==> src/design/dram_mode_pkg.sv <==
package dram_mode_pkg;

    // mode register select on bank address
    localparam logic [2:0] MR0_SEL = 3'h0;
    localparam logic [2:0] MR1_SEL = 3'h1;
    localparam logic [2:0] MR2_SEL = 3'h2;

    // mode register bit positions
    localparam int DLL_OFF_BIT   = 0;
    localparam int WL_EN_BIT     = 7;
    localparam int DLL_RESET_BIT = 8;
    localparam int CL_LOW_BIT    = 2;
    localparam int CL_HI_LSB     = 4;
    localparam int CWL_LSB       = 3;

    // apb register byte offsets
    localparam logic [11:0] CTRL_OFS   = 12'h000;
    localparam logic [11:0] STATUS_OFS = 12'h004;
    localparam logic [11:0] LOCK_OFS   = 12'h008;
    localparam logic [11:0] SRE_OFS    = 12'h00c;

    // ctrl field positions and reset values
    localparam int FB_EN_BIT = 0;
    localparam logic        FB_EN_RST       = 1'h1;
    localparam logic [15:0] LOCK_CYCLES_RST = 16'h0200;
    localparam logic [15:0] SRE_CYCLES_RST  = 16'h000a;

    // status field positions
    localparam int ST_DLL_OFF_BIT = 0;
    localparam int ST_WL_BIT      = 1;
    localparam int ST_LOCKED_BIT  = 2;
    localparam int ST_CLK_IGN_BIT = 3;
    localparam int ST_LAT_OK_BIT  = 4;
    localparam int ST_STATE_LSB   = 8;

    typedef enum logic [2:0] {
        ST_IDLE  = 3'b001,
        ST_SREF  = 3'b010,
        ST_PDOWN = 3'b100
    } pwr_state_e;

endpackage

==> src/design/dram_mode_ctrl.sv <==
// Function
// - mr1 a0 high disables dll until cleared
// - clock ignored once sref entry delay passes
// - slow and fast powerdown exits alike
// - strobe rising edge samples clock, fed back
// - feedback returned separately per byte lane
// - mr1 a7 enters and leaves leveling
// - dll-off mode flags latencies other than six
module dram_mode_ctrl
    import dram_mode_pkg::*;
#(
    parameter int         ADDR_W   = 16,
    parameter int         LANE_W   = 8,
    parameter logic [3:0] CL6_CODE  = 4'h4,
    parameter logic [2:0] CWL6_CODE = 3'h1
) (
    input  wire logic                ref_clk_in,
    input  wire logic                sys_rst_in,
    input  wire logic                cs_n_in,
    input  wire logic                ras_n_in,
    input  wire logic                cas_n_in,
    input  wire logic                we_n_in,
    input  wire logic                cke_in,
    input  wire logic [2:0]          ba_in,
    input  wire logic [ADDR_W-1:0]   addr_in,
    input  wire logic                ck_level_in,
    input  wire logic                upper_lane_strobe_pair_in,
    input  wire logic                lower_lane_strobe_pair_in,
    input  wire logic                psel,
    input  wire logic                penable,
    input  wire logic                pwrite,
    input  wire logic [11:0]         paddr,
    input  wire logic [31:0]         pwdata,
    output logic                     pready,
    output logic [31:0]              prdata,
    output logic                     pslverr,
    output logic [2*LANE_W-1:0]      dq_out,
    output logic [2*LANE_W-1:0]      dq_oe_n_out,
    output logic                     dll_off_out,
    output logic                     dll_locked_out,
    output logic                     wl_active_out,
    output logic                     clk_ignored_out
);
    typedef struct packed {
        pwr_state_e  state;
        logic        cke_prev;
        logic        dll_off;
        logic        dll_locked;
        logic        wl_active;
        logic        clk_ignored;
        logic [3:0]  cl_code;
        logic [2:0]  cwl_code;
        logic [15:0] sre_cnt;
        logic [15:0] lock_cnt;
        logic        fb_en;
        logic [15:0] lock_cycles;
        logic [15:0] sre_cycles;
        logic        pready;
        logic [31:0] prdata;
        logic        pslverr;
    } ctrl_s;

    ctrl_s ctrl_reg;
    ctrl_s ctrl_next;

    logic        is_mrs;
    logic        is_refresh;
    logic        is_nop;
    logic        latency_ok;
    logic        apb_setup;
    logic        apb_commit;
    logic        level_active;
    logic [31:0] status_word;

    assign is_mrs     = !cs_n_in && !ras_n_in && !cas_n_in && !we_n_in;
    assign is_refresh = !cs_n_in && !ras_n_in && !cas_n_in && we_n_in;
    assign is_nop     = cs_n_in || (ras_n_in && cas_n_in && we_n_in);
    // only cl 6 and cwl 6 are honoured with the dll off
    assign latency_ok = !ctrl_reg.dll_off
                        || (ctrl_reg.cl_code == CL6_CODE && ctrl_reg.cwl_code == CWL6_CODE);
    assign apb_setup  = psel && penable && !ctrl_reg.pready;
    assign apb_commit = psel && penable && ctrl_reg.pready;
    assign level_active = ctrl_reg.wl_active && ctrl_reg.fb_en;

    always_comb begin
        status_word = '0;
        status_word[ST_DLL_OFF_BIT] = ctrl_reg.dll_off;
        status_word[ST_WL_BIT]      = ctrl_reg.wl_active;
        status_word[ST_LOCKED_BIT]  = ctrl_reg.dll_locked;
        status_word[ST_CLK_IGN_BIT] = ctrl_reg.clk_ignored;
        status_word[ST_LAT_OK_BIT]  = latency_ok;
        status_word[ST_STATE_LSB +: 3] = ctrl_reg.state;
    end

    always_comb begin
        ctrl_next = ctrl_reg;
        ctrl_next.cke_prev = cke_in;

        // mode register writes, only taken with cke high outside low power states
        if (is_mrs && cke_in && ctrl_reg.state == ST_IDLE) begin
            case (ba_in)
                MR0_SEL: begin
                    ctrl_next.cl_code = {addr_in[CL_HI_LSB +: 3], addr_in[CL_LOW_BIT]};
                    if (addr_in[DLL_RESET_BIT] && !ctrl_reg.dll_off) begin
                        ctrl_next.dll_locked = 1'b0;
                        ctrl_next.lock_cnt   = ctrl_reg.lock_cycles;
                    end
                end
                MR1_SEL: begin
                    ctrl_next.dll_off   = addr_in[DLL_OFF_BIT];
                    ctrl_next.wl_active = addr_in[WL_EN_BIT];
                    if (addr_in[DLL_OFF_BIT]) begin
                        ctrl_next.dll_locked = 1'b0;
                        ctrl_next.lock_cnt   = '0;
                    end
                end
                MR2_SEL: begin
                    ctrl_next.cwl_code = addr_in[CWL_LSB +: 3];
                end
                default: begin
                    ctrl_next.cl_code = ctrl_reg.cl_code;
                end
            endcase
        end else if (ctrl_reg.lock_cnt != '0) begin
            ctrl_next.lock_cnt = ctrl_reg.lock_cnt - 16'h0001;
            if (ctrl_reg.lock_cnt == 16'h0001) begin
                ctrl_next.dll_locked = 1'b1;
            end
        end

        case (ctrl_reg.state)
            ST_IDLE: begin
                ctrl_next.clk_ignored = 1'b0;
                if (ctrl_reg.cke_prev && !cke_in) begin
                    ctrl_next.sre_cnt = ctrl_reg.sre_cycles;
                    if (is_refresh) begin
                        ctrl_next.state = ST_SREF;
                    end else if (is_nop) begin
                        ctrl_next.state = ST_PDOWN;
                    end
                end
            end
            // slow and fast exit powerdown share this path
            ST_SREF, ST_PDOWN: begin
                if (cke_in) begin
                    ctrl_next.state       = ST_IDLE;
                    ctrl_next.clk_ignored = 1'b0;
                end else if (ctrl_reg.sre_cnt != '0) begin
                    ctrl_next.sre_cnt = ctrl_reg.sre_cnt - 16'h0001;
                end else begin
                    ctrl_next.clk_ignored = 1'b1;
                end
            end
            default: begin
                ctrl_next.state = ST_IDLE;
            end
        endcase

        // apb slave: one wait state, write commits at the pready edge
        ctrl_next.pready = apb_setup;
        if (apb_setup) begin
            ctrl_next.prdata  = '0;
            ctrl_next.pslverr = 1'b0;
            case (paddr)
                CTRL_OFS:   ctrl_next.prdata[FB_EN_BIT] = ctrl_reg.fb_en;
                STATUS_OFS: ctrl_next.prdata = status_word;
                LOCK_OFS:   ctrl_next.prdata[15:0] = ctrl_reg.lock_cycles;
                SRE_OFS:    ctrl_next.prdata[15:0] = ctrl_reg.sre_cycles;
                default:    ctrl_next.pslverr = 1'b1;
            endcase
            if (pwrite) begin
                ctrl_next.prdata = '0;
            end
        end else if (!psel) begin
            ctrl_next.pslverr = 1'b0;
        end
        if (apb_commit && pwrite) begin
            case (paddr)
                CTRL_OFS: ctrl_next.fb_en = pwdata[FB_EN_BIT];
                LOCK_OFS: ctrl_next.lock_cycles = pwdata[15:0];
                SRE_OFS:  ctrl_next.sre_cycles = pwdata[15:0];
                default:  ctrl_next.fb_en = ctrl_reg.fb_en;
            endcase
        end
    end

    always_ff @(posedge ref_clk_in) begin
        if (sys_rst_in) begin
            ctrl_reg             <= '0;
            ctrl_reg.state       <= ST_IDLE;
            ctrl_reg.fb_en       <= FB_EN_RST;
            ctrl_reg.lock_cycles <= LOCK_CYCLES_RST;
            ctrl_reg.sre_cycles  <= SRE_CYCLES_RST;
        end else begin
            ctrl_reg <= ctrl_next;
        end
    end

    // separate feedback per byte lane
    lane_feedback #(.WIDTH(LANE_W)) u_lower_lane (
        .ref_clk_in      (ref_clk_in),
        .sys_rst_in      (sys_rst_in),
        .strobe_in       (lower_lane_strobe_pair_in),
        .ck_level_in     (ck_level_in),
        .level_active_in (level_active),
        .dq_out          (dq_out[LANE_W-1:0]),
        .dq_oe_n_out     (dq_oe_n_out[LANE_W-1:0])
    );

    lane_feedback #(.WIDTH(LANE_W)) u_upper_lane (
        .ref_clk_in      (ref_clk_in),
        .sys_rst_in      (sys_rst_in),
        .strobe_in       (upper_lane_strobe_pair_in),
        .ck_level_in     (ck_level_in),
        .level_active_in (level_active),
        .dq_out          (dq_out[2*LANE_W-1:LANE_W]),
        .dq_oe_n_out     (dq_oe_n_out[2*LANE_W-1:LANE_W])
    );

    assign pready          = ctrl_reg.pready;
    assign prdata          = ctrl_reg.prdata;
    assign pslverr         = ctrl_reg.pslverr;
    assign dll_off_out     = ctrl_reg.dll_off;
    assign dll_locked_out  = ctrl_reg.dll_locked;
    assign wl_active_out   = ctrl_reg.wl_active;
    assign clk_ignored_out = ctrl_reg.clk_ignored;

    a_dll_off_take: assert property (@(posedge ref_clk_in) disable iff (sys_rst_in)
        is_mrs && cke_in && ctrl_reg.state == ST_IDLE && ba_in == MR1_SEL
        |=> dll_off_out == $past(addr_in[DLL_OFF_BIT]))
        else $error("dll off bit not taken from mr1 write");

    a_dll_off_hold: assert property (@(posedge ref_clk_in) disable iff (sys_rst_in)
        !(is_mrs && ba_in == MR1_SEL) |=> $stable(dll_off_out))
        else $error("dll off changed without mr1 write");

    a_dll_off_unlock: assert property (@(posedge ref_clk_in) disable iff (sys_rst_in)
        dll_off_out |-> !dll_locked_out)
        else $error("dll reported locked while disabled");

    a_wl_mode_take: assert property (@(posedge ref_clk_in) disable iff (sys_rst_in)
        is_mrs && cke_in && ctrl_reg.state == ST_IDLE && ba_in == MR1_SEL
        |=> wl_active_out == $past(addr_in[WL_EN_BIT]))
        else $error("leveling mode not taken from mr1 write");

    a_clk_ign_delay: assert property (@(posedge ref_clk_in) disable iff (sys_rst_in)
        ctrl_reg.state == ST_IDLE && ctrl_reg.cke_prev && !cke_in && is_refresh
        && ctrl_reg.sre_cycles == 16'h0002
        ##1 !cke_in [*3] |=> clk_ignored_out)
        else $error("clock not ignored after entry delay");

    a_clk_ign_lowpwr: assert property (@(posedge ref_clk_in) disable iff (sys_rst_in)
        clk_ignored_out |-> ctrl_reg.state != ST_IDLE)
        else $error("clock ignored outside low power state");

    a_pd_exit_idle: assert property (@(posedge ref_clk_in) disable iff (sys_rst_in)
        ctrl_reg.state == ST_PDOWN && cke_in |=> ctrl_reg.state == ST_IDLE && !clk_ignored_out)
        else $error("powerdown exit not handled");

    a_lat_flag: assert property (@(posedge ref_clk_in) disable iff (sys_rst_in)
        ctrl_reg.dll_off && ctrl_reg.cl_code != CL6_CODE |-> !status_word[ST_LAT_OK_BIT])
        else $error("latency flag wrong in dll off mode");

    // mode writes in self refresh or powerdown must leave the flags alone
    a_mrs_lowpwr_ign: assert property (@(posedge ref_clk_in) disable iff (sys_rst_in)
        is_mrs && ctrl_reg.state != ST_IDLE
        |=> $stable(dll_off_out) && $stable(wl_active_out))
        else $error("mode write taken in low power state");

    a_fb_oe_idle: assert property (@(posedge ref_clk_in) disable iff (sys_rst_in)
        !level_active |=> dq_oe_n_out == '1)
        else $error("dq driven outside leveling");
endmodule

==> src/design/lane_feedback.sv <==
module lane_feedback #(
    parameter int WIDTH = 8
) (
    input  wire logic             ref_clk_in,
    input  wire logic             sys_rst_in,
    input  wire logic             strobe_in,
    input  wire logic             ck_level_in,
    input  wire logic             level_active_in,
    output logic [WIDTH-1:0]      dq_out,
    output logic [WIDTH-1:0]      dq_oe_n_out
);
    typedef struct packed {
        logic strobe_prev;
        logic sample;
        logic drive;
    } lane_s;

    lane_s lane_reg;
    lane_s lane_next;

    always_comb begin
        lane_next = lane_reg;
        lane_next.strobe_prev = strobe_in;
        lane_next.drive = level_active_in;
        // ck sampled on each rising strobe edge while level_active_in is high
        if (level_active_in && strobe_in && !lane_reg.strobe_prev) begin
            lane_next.sample = ck_level_in;
        end
    end

    always_ff @(posedge ref_clk_in) begin
        if (sys_rst_in) begin
            lane_reg <= '0;
        end else begin
            lane_reg <= lane_next;
        end
    end

    // every bit of the lane carries the lane's own sample
    assign dq_out      = {WIDTH{lane_reg.sample}};
    assign dq_oe_n_out = {WIDTH{~lane_reg.drive}};

    a_fb_sample_edge: assert property (@(posedge ref_clk_in) disable iff (sys_rst_in)
        level_active_in && strobe_in && !lane_reg.strobe_prev
        |=> lane_reg.sample == $past(ck_level_in))
        else $error("feedback did not take ck level at strobe edge");

    a_fb_hold_between: assert property (@(posedge ref_clk_in) disable iff (sys_rst_in)
        !(strobe_in && !lane_reg.strobe_prev) |=> $stable(lane_reg.sample))
        else $error("feedback changed without a strobe edge");

    a_lane_drive_en: assert property (@(posedge ref_clk_in) disable iff (sys_rst_in)
        level_active_in |=> dq_oe_n_out == '0 ##1 1'b1)
        else $error("lane not driven during leveling");
endmodule

==> config.mk <==
export PLATFORM = sky130hd
export DESIGN_NAME = dram_mode_ctrl
export DESIGN_NICKNAME = d
export VERILOG_FILES = /design/src/design/dram_mode_pkg.sv /design/src/design/dram_mode_ctrl.sv /design/src/design/lane_feedback.sv
export SDC_FILE = /design/constraint.sdc
export NUM_CORES = 1
export LEC_CHECK = 0
export BUFFER_PORTS_ARGS = -buffer_cell sky130_fd_sc_hd__buf_2
export CAP_MARGIN = 20
export CORE_AREA = 2 2 121 123
export DETAILED_ROUTE_END_ITERATION = 16
export DIE_AREA = 0 0 123 125
export SKIP_CTS_REPAIR_TIMING = 1
export SYNTH_ARGS = -nofsm -noshare
export SYNTH_HDL_FRONTEND = slang
export SYNTH_SLANG_ARGS = --single-unit
export TNS_END_PERCENT = 20
==> constraint.sdc <==
create_clock -name ref_clk_in -period 2.8 [get_ports ref_clk_in]
set_clock_uncertainty 0.1 [all_clocks]
set_input_delay 0.28 -clock ref_clk_in [delete_from_list [all_inputs] [get_ports ref_clk_in]]
set_output_delay 0.28 -clock ref_clk_in [all_outputs]
set_load 0.005 [all_outputs]
==> flow_summary.json, run 1 <==
{
  "io_pins": 146,
  "crit_family": "compound AO/OA/AOI/OAI gates",
  "report.final.slew_viol_count": 0,
  "overflow": 0,
  "critPathMaxStageDelay_ns": 0.82,
  "routedWlPerCell_um": 16.2,
  "clk_pin_slew_ns": 0.06,
  "synth_area_um2": 5490,
  "largest_reg_flops": 76,
  "critPathArrivalTime_ns": 2.68,
  "post-place-ws_ns": 0.0952,
  "p_leak_nw": 2.50,
  "hold_class": "input pin to register",
  "r2r_slack_ns": 0.26,
  "antenna_found_initial": 0,
  "numPortBuffers": 105,
  "start_kind": "register",
  "diodes": 0,
  "core_um2": 14200,
  "powerDensity_nw_per_um2": 646,
  "cp_slowest_cell": "o31ai_1",
  "grt_max_degree": 34,
  "async_flop_share_pct": 0,
  "die_y_um": 125,
  "num_vias": 4645,
  "setup_viol": 0,
  "post-route-util_pct": 43.2,
  "grt_use_total_pct": 19.0,
  "die-area_um2": 15400,
  "setup-tns-final_ns": 0,
  "r2r_end": "ctrl_reg[98]",
  "dpl.hpwl_um": 10700,
  "rsz0062_at_grt": "false",
  "drive_above_1_share_pct": 22.2,
  "avgSynthCellArea_um2": 8.67,
  "critPathKind": "register to register",
  "yosysSeqAreaShare_pct": 37.5,
  "wl_um": 14200,
  "hold_violations": 0,
  "finalWorstSetupSlack_ns": 0.259,
  "die_x_um": 123,
  "clock_path_buffers": 2,
  "cp_max_fo": 8,
  "drt-initial-drc-count": 316,
  "via_per_inst": 5.27,
  "insertion_delay_ns": 0.35,
  "worstMarginPinSlew_ns": 1.01,
  "period_needed_ns": 2.54,
  "synth.distinct_cells": 68,
  "layout-area-overhead-vs-synth_pct": 11.7,
  "hold_depth": 3,
  "gp_congestion": 0.929,
  "relSlewSlack_pct": 32.4,
  "first_global_vias": 4351,
  "end_kind": "register",
  "htreeDepth": 3,
  "fin_nets": 773,
  "cts_tree": "built",
  "clock_sinks": 103,
  "drc": 0,
  "grt_pass1_wl_um": 22800,
  "cp_num_buf_inv": 1,
  "ys_ff_latch": 103,
  "period_share_pct": 90.7,
  "ir_drop_uv": 366,
  "ys.flop_type": "dfxtp_1",
  "initial_core_util_pct": 38.7,
  "worstPathRequired_ns": 2.94,
  "reg2regPathDepth": 7,
  "syn_inst": 634,
  "status": "complete, no violations",
  "hold_end": "ctrl_reg[37]",
  "placementRows": 44,
  "cts_root_buffer": "clkbuf_16",
  "max_cap_viol_count": 0,
  "crit_chain": "inv_1 -> ha_1 -> nor3b_1 -> and4_1 -> o31ai_1 -> nand2_1 -> a32o_1",
  "p_total_mw": 3.96,
  "hold_start": "pwdata[3]",
  "ys_warn_count": 0,
  "cts_made_buffers": 9,
  "max_freq_mhz": 394,
  "r2r-start": "ctrl_reg[83]",
  "dr.pass1.iters": 5,
  "ant_nets": 0,
  "synth_enable_flop_cells": 0,
  "stdcell_count": 881,
  "dpl.cell_count": 865
}
==> cells in the mapped netlist, types with 6 or more instances <==
cell type / number / area, um2
nor3b_1: 6 / 45.0
buf_2: 6 / 30.0
nand2_1: 48 / 180
a211oi_1: 9 / 67.6
a31oi_1: 6 / 37.5
o21ai_0: 36 / 180
nor2b_1: 6 / 37.5
inv_1: 10 / 37.5
buf_4: 66 / 495
nor4_1: 14 / 87.6
nor2_1: 80 / 300
dfxtp_1: 103 / 2060
a22oi_1: 8 / 60.1
a21oi_1: 35 / 175
nand3_1: 9 / 45.0
clkbuf_1: 19 / 71.3
nor3_1: 10 / 50.1
xnor2_1: 6 / 52.6
mux2i_1: 60 / 601
==> cells in the final DEF, fill, tap and decap left out, types with 3 or more instances in the layout <==
cell type	count
buf_2	105
dfxtp_1	103
nor2_1	80
mux2i_1	60
nand2_1	48
o21ai_0	36
a21oi_1	35
buf_4	19
conb_1	16
nor4_1	14
inv_1	10
nor3_1	10
a211oi_1	9
nand3_1	9
clkbuf_16	9
a22oi_1	8
nor3b_1	6
nor2b_1	6
a31oi_1	6
xnor2_1	6
or3_1	5
nand4_1	5
and2_1	5
ha_1	5
nand2b_1	4
o31ai_1	4
nand3b_1	4
o32ai_1	4
a21o_1	4
nor4_2	3
xor2_1	3
a32o_1	3
nand4b_1	3
clkinv_2	3
==> tightest hold or removal path, stage by stage <==
cell     delay (ns)
buf_2          0.09
mux2i_1        0.06
nand2_1        0.05
==> where the power goes <==
part,leakage (nW),internal (mW),switching (mW)
Clock,0.146,0.714,0.543
Sequential,0.834,1.57,0.125
Combinational,1.52,0.454,0.557
Total,2.50,2.74,1.23
==> per-stage QoR <==
step / hold slack (ns) / instance area (um2)
finish: 0.0618 / 6140
global route: 0.0698 / 6140
CTS: 0.0551 / 6130
detailed placement: 0.343 / 5840
global placement: 0.333 / 5840
floorplan: 0.308 / 5550
==> metal layers <==
| metal | part of all wire, % | wire (um) | vias to the layer above | track usage [%] |
|---|---|---|---|---|
| met3 | 4.2 | 592 | 15 | 3.06 |
| met4 | 2.0 | 278 | 0 | 7.82 |
| met5 | 0 | 0 | - | 0 |
| met1 | 44 | 6330 | 2218 | 24.4 |
| li1 | - | - | 2299 | - |
| met2 | 49 | 7040 | 113 | 31.6 |
==> cell type report <==
class                      instances  area [um2]
multi-input combinational        443        2850
timing repair buffer             124         668
sequential                       103        2060
tap                              184         230
clock inverter                     4        45.0
fill                            1427        8070
clock buffer                      12         246
inverter                          11        41.3
==> kinds of logic (layout without fill, tap and decap cells) <==
logic type	Yosys count	after routing	share of synthesized area, %
xor+xnor	9	9	1.43
other cells	1	16	0.0683
compound gates	132	132	15.8
mux	61	61	11.3
fa+ha+maj	5	5	1.14
simple gates	220	220	20.9
flops	103	103	37.5
buf+inv	103	151	11.8
==> how the worst max path moves through the flow <==
stage                                 to  slack [ns]  depth (start not counted)          start
after global placement    dll_locked_out        0.15                          6        cs_n_in
after global routing        ctrl_reg[97]        0.04                          7   ctrl_reg[83]
after floorplan            ctrl_reg[100]        0.66                          6  ctrl_reg[112]
after CTS                 dll_locked_out        0.06                          5  ctrl_reg[112]
after detailed placement  dll_locked_out         0.1                          5  ctrl_reg[112]
final                       ctrl_reg[98]        0.26                          7   ctrl_reg[83]
No activity file was read; power rests on OpenSTA's default activity.
==> run 2: changes to the inputs <==
--- a/config.mk
+++ b/config.mk
@@ -5,11 +5,12 @@
 export SDC_FILE = /design/constraint.sdc
 export NUM_CORES = 1
 export LEC_CHECK = 0
+export ABC_AREA = 1
 export BUFFER_PORTS_ARGS = -buffer_cell sky130_fd_sc_hd__buf_2
 export CAP_MARGIN = 20
-export CORE_AREA = 2 2 121 123
+export CORE_AREA = 2 2 125 127
 export DETAILED_ROUTE_END_ITERATION = 16
-export DIE_AREA = 0 0 123 125
+export DIE_AREA = 0 0 127 129
 export SKIP_CTS_REPAIR_TIMING = 1
 export SYNTH_ARGS = -nofsm -noshare
 export SYNTH_HDL_FRONTEND = slang
==> run 2 against run 1 <==
Routed wire length increased by 8.4%; worst setup slack improved by 0.39 ns; sequential power increased by 4%; critical path type unchanged; worst hold slack worse by 0.012 ns; maximum frequency rose by 18%; highest routed layer unchanged; global-route usage grew 0.12 points; count of clock-buffer cells in the layout decreased by 3; total power grew 22%; die area increased by 6.6%.
==> flow_summary.json, run 2 <==
{
  "synth.distinct_cells": 38,
  "diodes": 0,
  "critPathArrivalTime_ns": 2.34,
  "num_vias": 5546,
  "hold_violations": 0,
  "grt_use_total_pct": 19.1,
  "setup_viol": 0,
  "ys_ff_latch": 103,
  "numPortBuffers": 105,
  "finalInstanceArea_um2": 6470,
  "cts_tree": "built",
  "ys.flop_type": "dfxtp_1",
  "worstPathRequired_ns": 2.99,
  "whs_ns": 0.0499,
  "powerDensity_nw_per_um2": 747,
  "p_leak_nw": 2.97,
  "initial_core_util_pct": 39.6,
  "period_share_pct": 77.0,
  "fin_nets": 1023,
  "combPwrFrac_pct": 35.6,
  "dr.pass1.iters": 5,
  "layout-area-overhead-vs-synth_pct": 9.23,
  "start_kind": "register",
  "cts_root_buffer": "clkbuf_16",
  "drt-initial-drc-count": 311,
  "place_area_um2": 6160,
  "power_frac_seq_pct": 36.5,
  "final_cell_mix": "196 x nand2_1, 109 x nor2_1, 105 x buf_2",
  "via_per_inst": 4.89,
  "synth_area_um2": 5920,
  "ant_nets": 0,
  "clk_pin_slew_ns": 0.07,
  "critPathKind": "register to register",
  "end_kind": "register",
  "grt_pass1_wl_um": 25100,
  "gp_congestion": 0.860,
  "power_switching_mw": 1.83,
  "clock_sinks": 103,
  "layout_commonest_cell": "nand2_1",
  "first_global_vias": 5012,
  "die_x_um": 127,
  "largest_reg_flops": 76,
  "status": "complete, no violations",
  "rsz0062_at_grt": "false",
  "relSlewSlack_pct": 55.2,
  "yosysSeqAreaShare_pct": 34.8,
  "overflow": 0,
  "routedWlPerCell_um": 13.6,
  "yosys.area.top_type": "dfxtp_1",
  "hold_class": "input pin to register",
  "synth_top_area_share_pct": 34.8,
  "period_needed_ns": 2.15,
  "synth_most_common_cell": "nand2_1",
  "avgSynthCellArea_um2": 6.61,
  "max_freq_mhz": 464,
  "cts_made_buffers": 9,
  "report.final.slew_viol_count": 0,
  "ir_drop_uv": 443,
  "wl_um": 15400,
  "syn_inst": 896,
  "placementRows": 45,
  "swShare_pct": 37.8,
  "worstMarginPinSlew_ns": 0.672,
  "grt_max_degree": 69,
  "synth_area_leaders": "dfxtp_1 35%, nand2_1 12%, buf_4 8.4%",
  "core_um2": 15000,
  "die-area_um2": 16400,
  "hold_depth": 3,
  "p_clk_share_pct": 27.9,
  "antenna_found_initial": 0,
  "yosys-top-cells-count": "196 x nand2_1, 109 x nor2_1, 103 x dfxtp_1",
  "synth_enable_flop_cells": 0,
  "max_cap_viol_count": 0,
  "die_y_um": 129,
  "p_int_mw": 3.01,
  "ys_warn_count": 0,
  "cp_max_fo": 19,
  "async_flop_share_pct": 0,
  "clock_path_buffers": 2,
  "drc": 0,
  "io_pins": 146,
  "drive_above_1_share_pct": 16.3,
  "insertion_delay_ns": 0.35,
  "reg2regPathDepth": 8,
  "setup-tns-final_ns": 0,
  "htreeDepth": 3,
  "dpl.hpwl_um": 11700
}
-- run 2: cell types whose count changed in the layout (fill, tap and decap cells not counted), sizes merged, moves of 8 or more --
cell    change
o22ai       +8
nor2       +36
nand4       +8
nand2     +152
mux2i      -60
inv        +84
a211oi      -9
o21ai      +48
nor4       -17
a21oi      +43
buf        -12
nand3      +63
a22oi       -8
-- run 2: worst paths after layout --
kind                                  start                  endpoint  slack, ns
setup / recovery              ctrl_reg[113]              ctrl_reg[86]       0.65
hold / removal    lower_lane_strobe_pair_in  u_lower_lane.lane_reg[2]       0.05
setup reg to reg              ctrl_reg[113]              ctrl_reg[86]       0.65
hold reg to reg                ctrl_reg[99]              ctrl_reg[99]       0.35
-- run 2: power by group through the flow --
stage / Combinational [mW] / Sequential [mW] / Clock, mW
after floorplan: 1.38 / 1.75 / 0
after global placement: 1.69 / 1.80 / 0
after detailed placement: 1.71 / 1.79 / 0
after CTS: 1.72 / 1.76 / 1.38
after global routing: 2.03 / 1.79 / 1.44
final: 1.72 / 1.77 / 1.35
-- run 2: layout make-up --
class | count | area (um2)
clock buffers | 9 | 225
clock inverters | 5 | 82.6
fillers | 1632 | 8510
inverters | 92 | 345
multi-input cells | 624 | 2940
flip-flops and latches | 103 | 2060
well taps | 188 | 235
repair buffers | 112 | 578
-- run 2: kinds of logic after synthesis --
kind of cell	share of synthesized area [%]
AND/OR/NAND/NOR	30.8
flip-flops	34.8
adder cells (fa/ha/maj)	1.06
buffers and inverters	16.5
AO/OA/AOI/OAI	15.6
XOR/XNOR	1.18
other	0.0633
-- run 2: through the flow --
step                instances  util [%]  total power [mW]  setup slack, ns
floorplan                 911         -              3.14             1.20
global placement         1119      41.2              3.49            0.671
detailed placement       1119      41.2              3.51            0.635
CTS                      1133      43.2              4.86            0.620
global route             1133      43.2              5.25            0.396
finish                   1133      43.2              4.83            0.645
-- run 2: metal layers --
layer	share of wire [%]	vias to the layer above	GRT usage (%)
met4	2.0	0	6.40
met3	3.9	24	3.37
met5	0	-	0
met2	48	108	32.6
met1	46	2496	24.7
li1	-	2918	-
-- run 2: critical path: stages, from the launching register on --
cell	delay (ns)
dfxtp_1	0.43
nor2_2	0.07
nor2_1	0.11
nand2_2	0.21
o21ai_1	0.20
nand3_2	0.35
inv_2	0.35
o21ai_0	0.14
a21oi_1	0.13
==> run 3: changes to the inputs <==
--- a/config.mk
+++ b/config.mk
@@ -5,12 +5,12 @@
 export SDC_FILE = /design/constraint.sdc
 export NUM_CORES = 1
 export LEC_CHECK = 0
-export ABC_AREA = 1
+export ABC_AREA = 0
 export BUFFER_PORTS_ARGS = -buffer_cell sky130_fd_sc_hd__buf_2
 export CAP_MARGIN = 20
-export CORE_AREA = 2 2 125 127
+export CORE_AREA = 2 2 121 123
 export DETAILED_ROUTE_END_ITERATION = 16
-export DIE_AREA = 0 0 127 129
+export DIE_AREA = 0 0 123 125
 export SKIP_CTS_REPAIR_TIMING = 1
 export SYNTH_ARGS = -nofsm -noshare
 export SYNTH_HDL_FRONTEND = slang
==> constraint.sdc (replaced) <==
create_clock -name ref_clk_in -period 2.2 [get_ports ref_clk_in]
set_clock_uncertainty 0.1 [all_clocks]
set_input_delay 0.22 -clock ref_clk_in [delete_from_list [all_inputs] [get_ports ref_clk_in]]
set_output_delay 0.22 -clock ref_clk_in [all_outputs]
set_load 0.005 [all_outputs]
==> run 3 against run 2 <==
Largest power group unchanged; routed wire length is 4.2% lower; combinational power is 12% lower; highest routed layer unchanged; non-clock buffer count is 49 higher; largest cell class unchanged; cell count is 19% lower; global-route usage is 0.21 points lower; clock power is 32% higher; critical path type unchanged; die area is 6.2% lower; critical path depth is 2 lower; sequential cell count stayed put; utilization is 2.8 points higher; sequential share of layout area is 0.29 points lower.
==> flow_summary.json, run 3 (same netlist as run 1, synthesis figures left out) <==
{
  "p_leak_nw": 2.72,
  "antenna_found_initial": 0,
  "routedWlPerCell_um": 16.1,
  "report.final.slew_viol_count": 0,
  "max_freq_mhz": 466,
  "hold_violations": 0,
  "r2r_slack_ns": 0.05,
  "cp_slowest_cell": "or4b_4",
  "cts_root_buffer": "clkbuf_16",
  "insertion_delay_ns": 0.35,
  "end_kind": "register",
  "gp_congestion": 0.894,
  "layout-area-overhead-vs-synth_pct": 18.9,
  "relSlewSlack_pct": 62.1,
  "ant_nets": 0,
  "clock_path_buffers": 2,
  "crit_chain": "or4b_4 -> or3_4 -> nor4b_4 -> buf_4 -> mux2i_1 -> nor2_1",
  "p_total_mw": 5.44,
  "reg2regPathDepth": 6,
  "grt_max_degree": 38,
  "htreeDepth": 3,
  "dr.pass1.iters": 5,
  "period_needed_ns": 2.15,
  "fin_nets": 810,
  "drive_above_1_share_pct": 27.0,
  "worstMarginPinSlew_ns": 0.566,
  "num_vias": 4843,
  "core_um2": 14200,
  "cts_made_buffers": 9,
  "hold_start": "upper_lane_strobe_pair_in",
  "io_pins": 146,
  "largest_reg_flops": 76,
  "setup-tns-final_ns": 0,
  "hold_depth": 2,
  "placementRows": 44,
  "hold_end": "u_upper_lane.lane_reg[2]",
  "cp_max_fo": 4,
  "worstPathRequired_ns": 2.33,
  "hold_class": "input pin to register",
  "die-area_um2": 15400,
  "die_y_um": 125,
  "critPathKind": "register to register",
  "dpl.hpwl_um": 11200,
  "period_share_pct": 97.5,
  "rsz0062_at_grt": "true",
  "drt-initial-drc-count": 220,
  "clk_pin_slew_ns": 0.07,
  "first_global_vias": 4466,
  "overflow": 0,
  "die_x_um": 123,
  "powerDensity_nw_per_um2": 833,
  "critPathMaxStageDelay_ns": 0.54,
  "drc": 0,
  "post-route-util_pct": 46.0,
  "wl_um": 14800,
  "layout_commonest_cell": "buf_2",
  "diodes": 0,
  "r2r-start": "ctrl_reg[112]",
  "clock_sinks": 103,
  "cts_tree": "built",
  "grt_pass1_wl_um": 22900,
  "max_cap_viol_count": 0,
  "start_kind": "register",
  "status": "complete, no violations",
  "grt_use_total_pct": 18.9,
  "setup_viol": 0,
  "initial_core_util_pct": 38.7,
  "critPathArrivalTime_ns": 2.27,
  "via_per_inst": 5.28,
  "ir_drop_uv": 389,
  "numPortBuffers": 105,
  "final_cell_mix": "105 x buf_2, 102 x dfxtp_1, 80 x nor2_1",
  "r2r_end": "ctrl_reg[99]"
}
==> run 3: changes by cell type in the layout (fill, tap and decap cells not counted), sizes merged, moves of 43 or more <==
cell	change
buf	+49
nand3	-63
o21ai	-48
nand2	-152
inv	-83
a21oi	-43
mux2i	+60
==> run 3: worst max-delay path by stage <==
stage / start / end / slack (ns) / cells past startpoint
after floorplan: ctrl_reg[112] / ctrl_reg[100] / 0.06 / 6
after global placement: ctrl_reg[112] / dll_locked_out / -0.24 / 5
after detailed placement: ctrl_reg[112] / dll_locked_out / -0.30 / 5
after CTS: ctrl_reg[112] / dll_locked_out / -0.34 / 5
after global routing: ctrl_reg[112] / ctrl_reg[99] / -0.04 / 6
final: ctrl_reg[112] / ctrl_reg[99] / 0.05 / 6
==> run 3: layout make-up <==
class	instances	area, um2
flip-flops and latches	103	2060
inverters	11	41.3
clock inverters	5	78.8
repair buffers	161	987
multi-input cells	443	2880
well taps	184	230
clock buffers	11	253
fillers	1359	7670
==> run 3: per-stage QoR <==
| stage | hold slack [ns] | setup slack (ns) | area, um2 | std cells |
|---|---|---|---|---|
| floorplan | 0.248 | 0.0622 | 5550 | 649 |
| global placement | 0.332 | -0.241 | 6150 | 901 |
| detailed placement | 0.341 | -0.295 | 6150 | 901 |
| CTS | 0.00175 | -0.339 | 6480 | 917 |
| global route | 0.0248 | -0.0437 | 6540 | 918 |
| finish | 0.00822 | 0.0550 | 6540 | 918 |
==> run 3: per-layer routing <==
metal | global-route usage, % | vias up | routed length (um)
li1 | - | 2380 | -
met1 | 24.3 | 2310 | 6540
met2 | 31.8 | 136 | 7240
met3 | 2.55 | 17 | 695
met4 | 7.75 | 0 | 308
met5 | 0 | - | 0
==> run 3: critical path, delay by kind of cell, from the launching register on <==
kind | cells | cell delay (ns)
buffers and inverters | 1 | 0.19
and+or+nand+nor | 4 | 1.22
DFF | 1 | 0.32
muxes | 1 | 0.20
==> run 3: where the power goes <==
part	internal [mW]	switching, mW	total, mW
Combinational	0.730	0.786	1.52
Clock	1.06	0.718	1.78
Sequential	2.00	0.148	2.15
Total	3.79	1.65	5.44
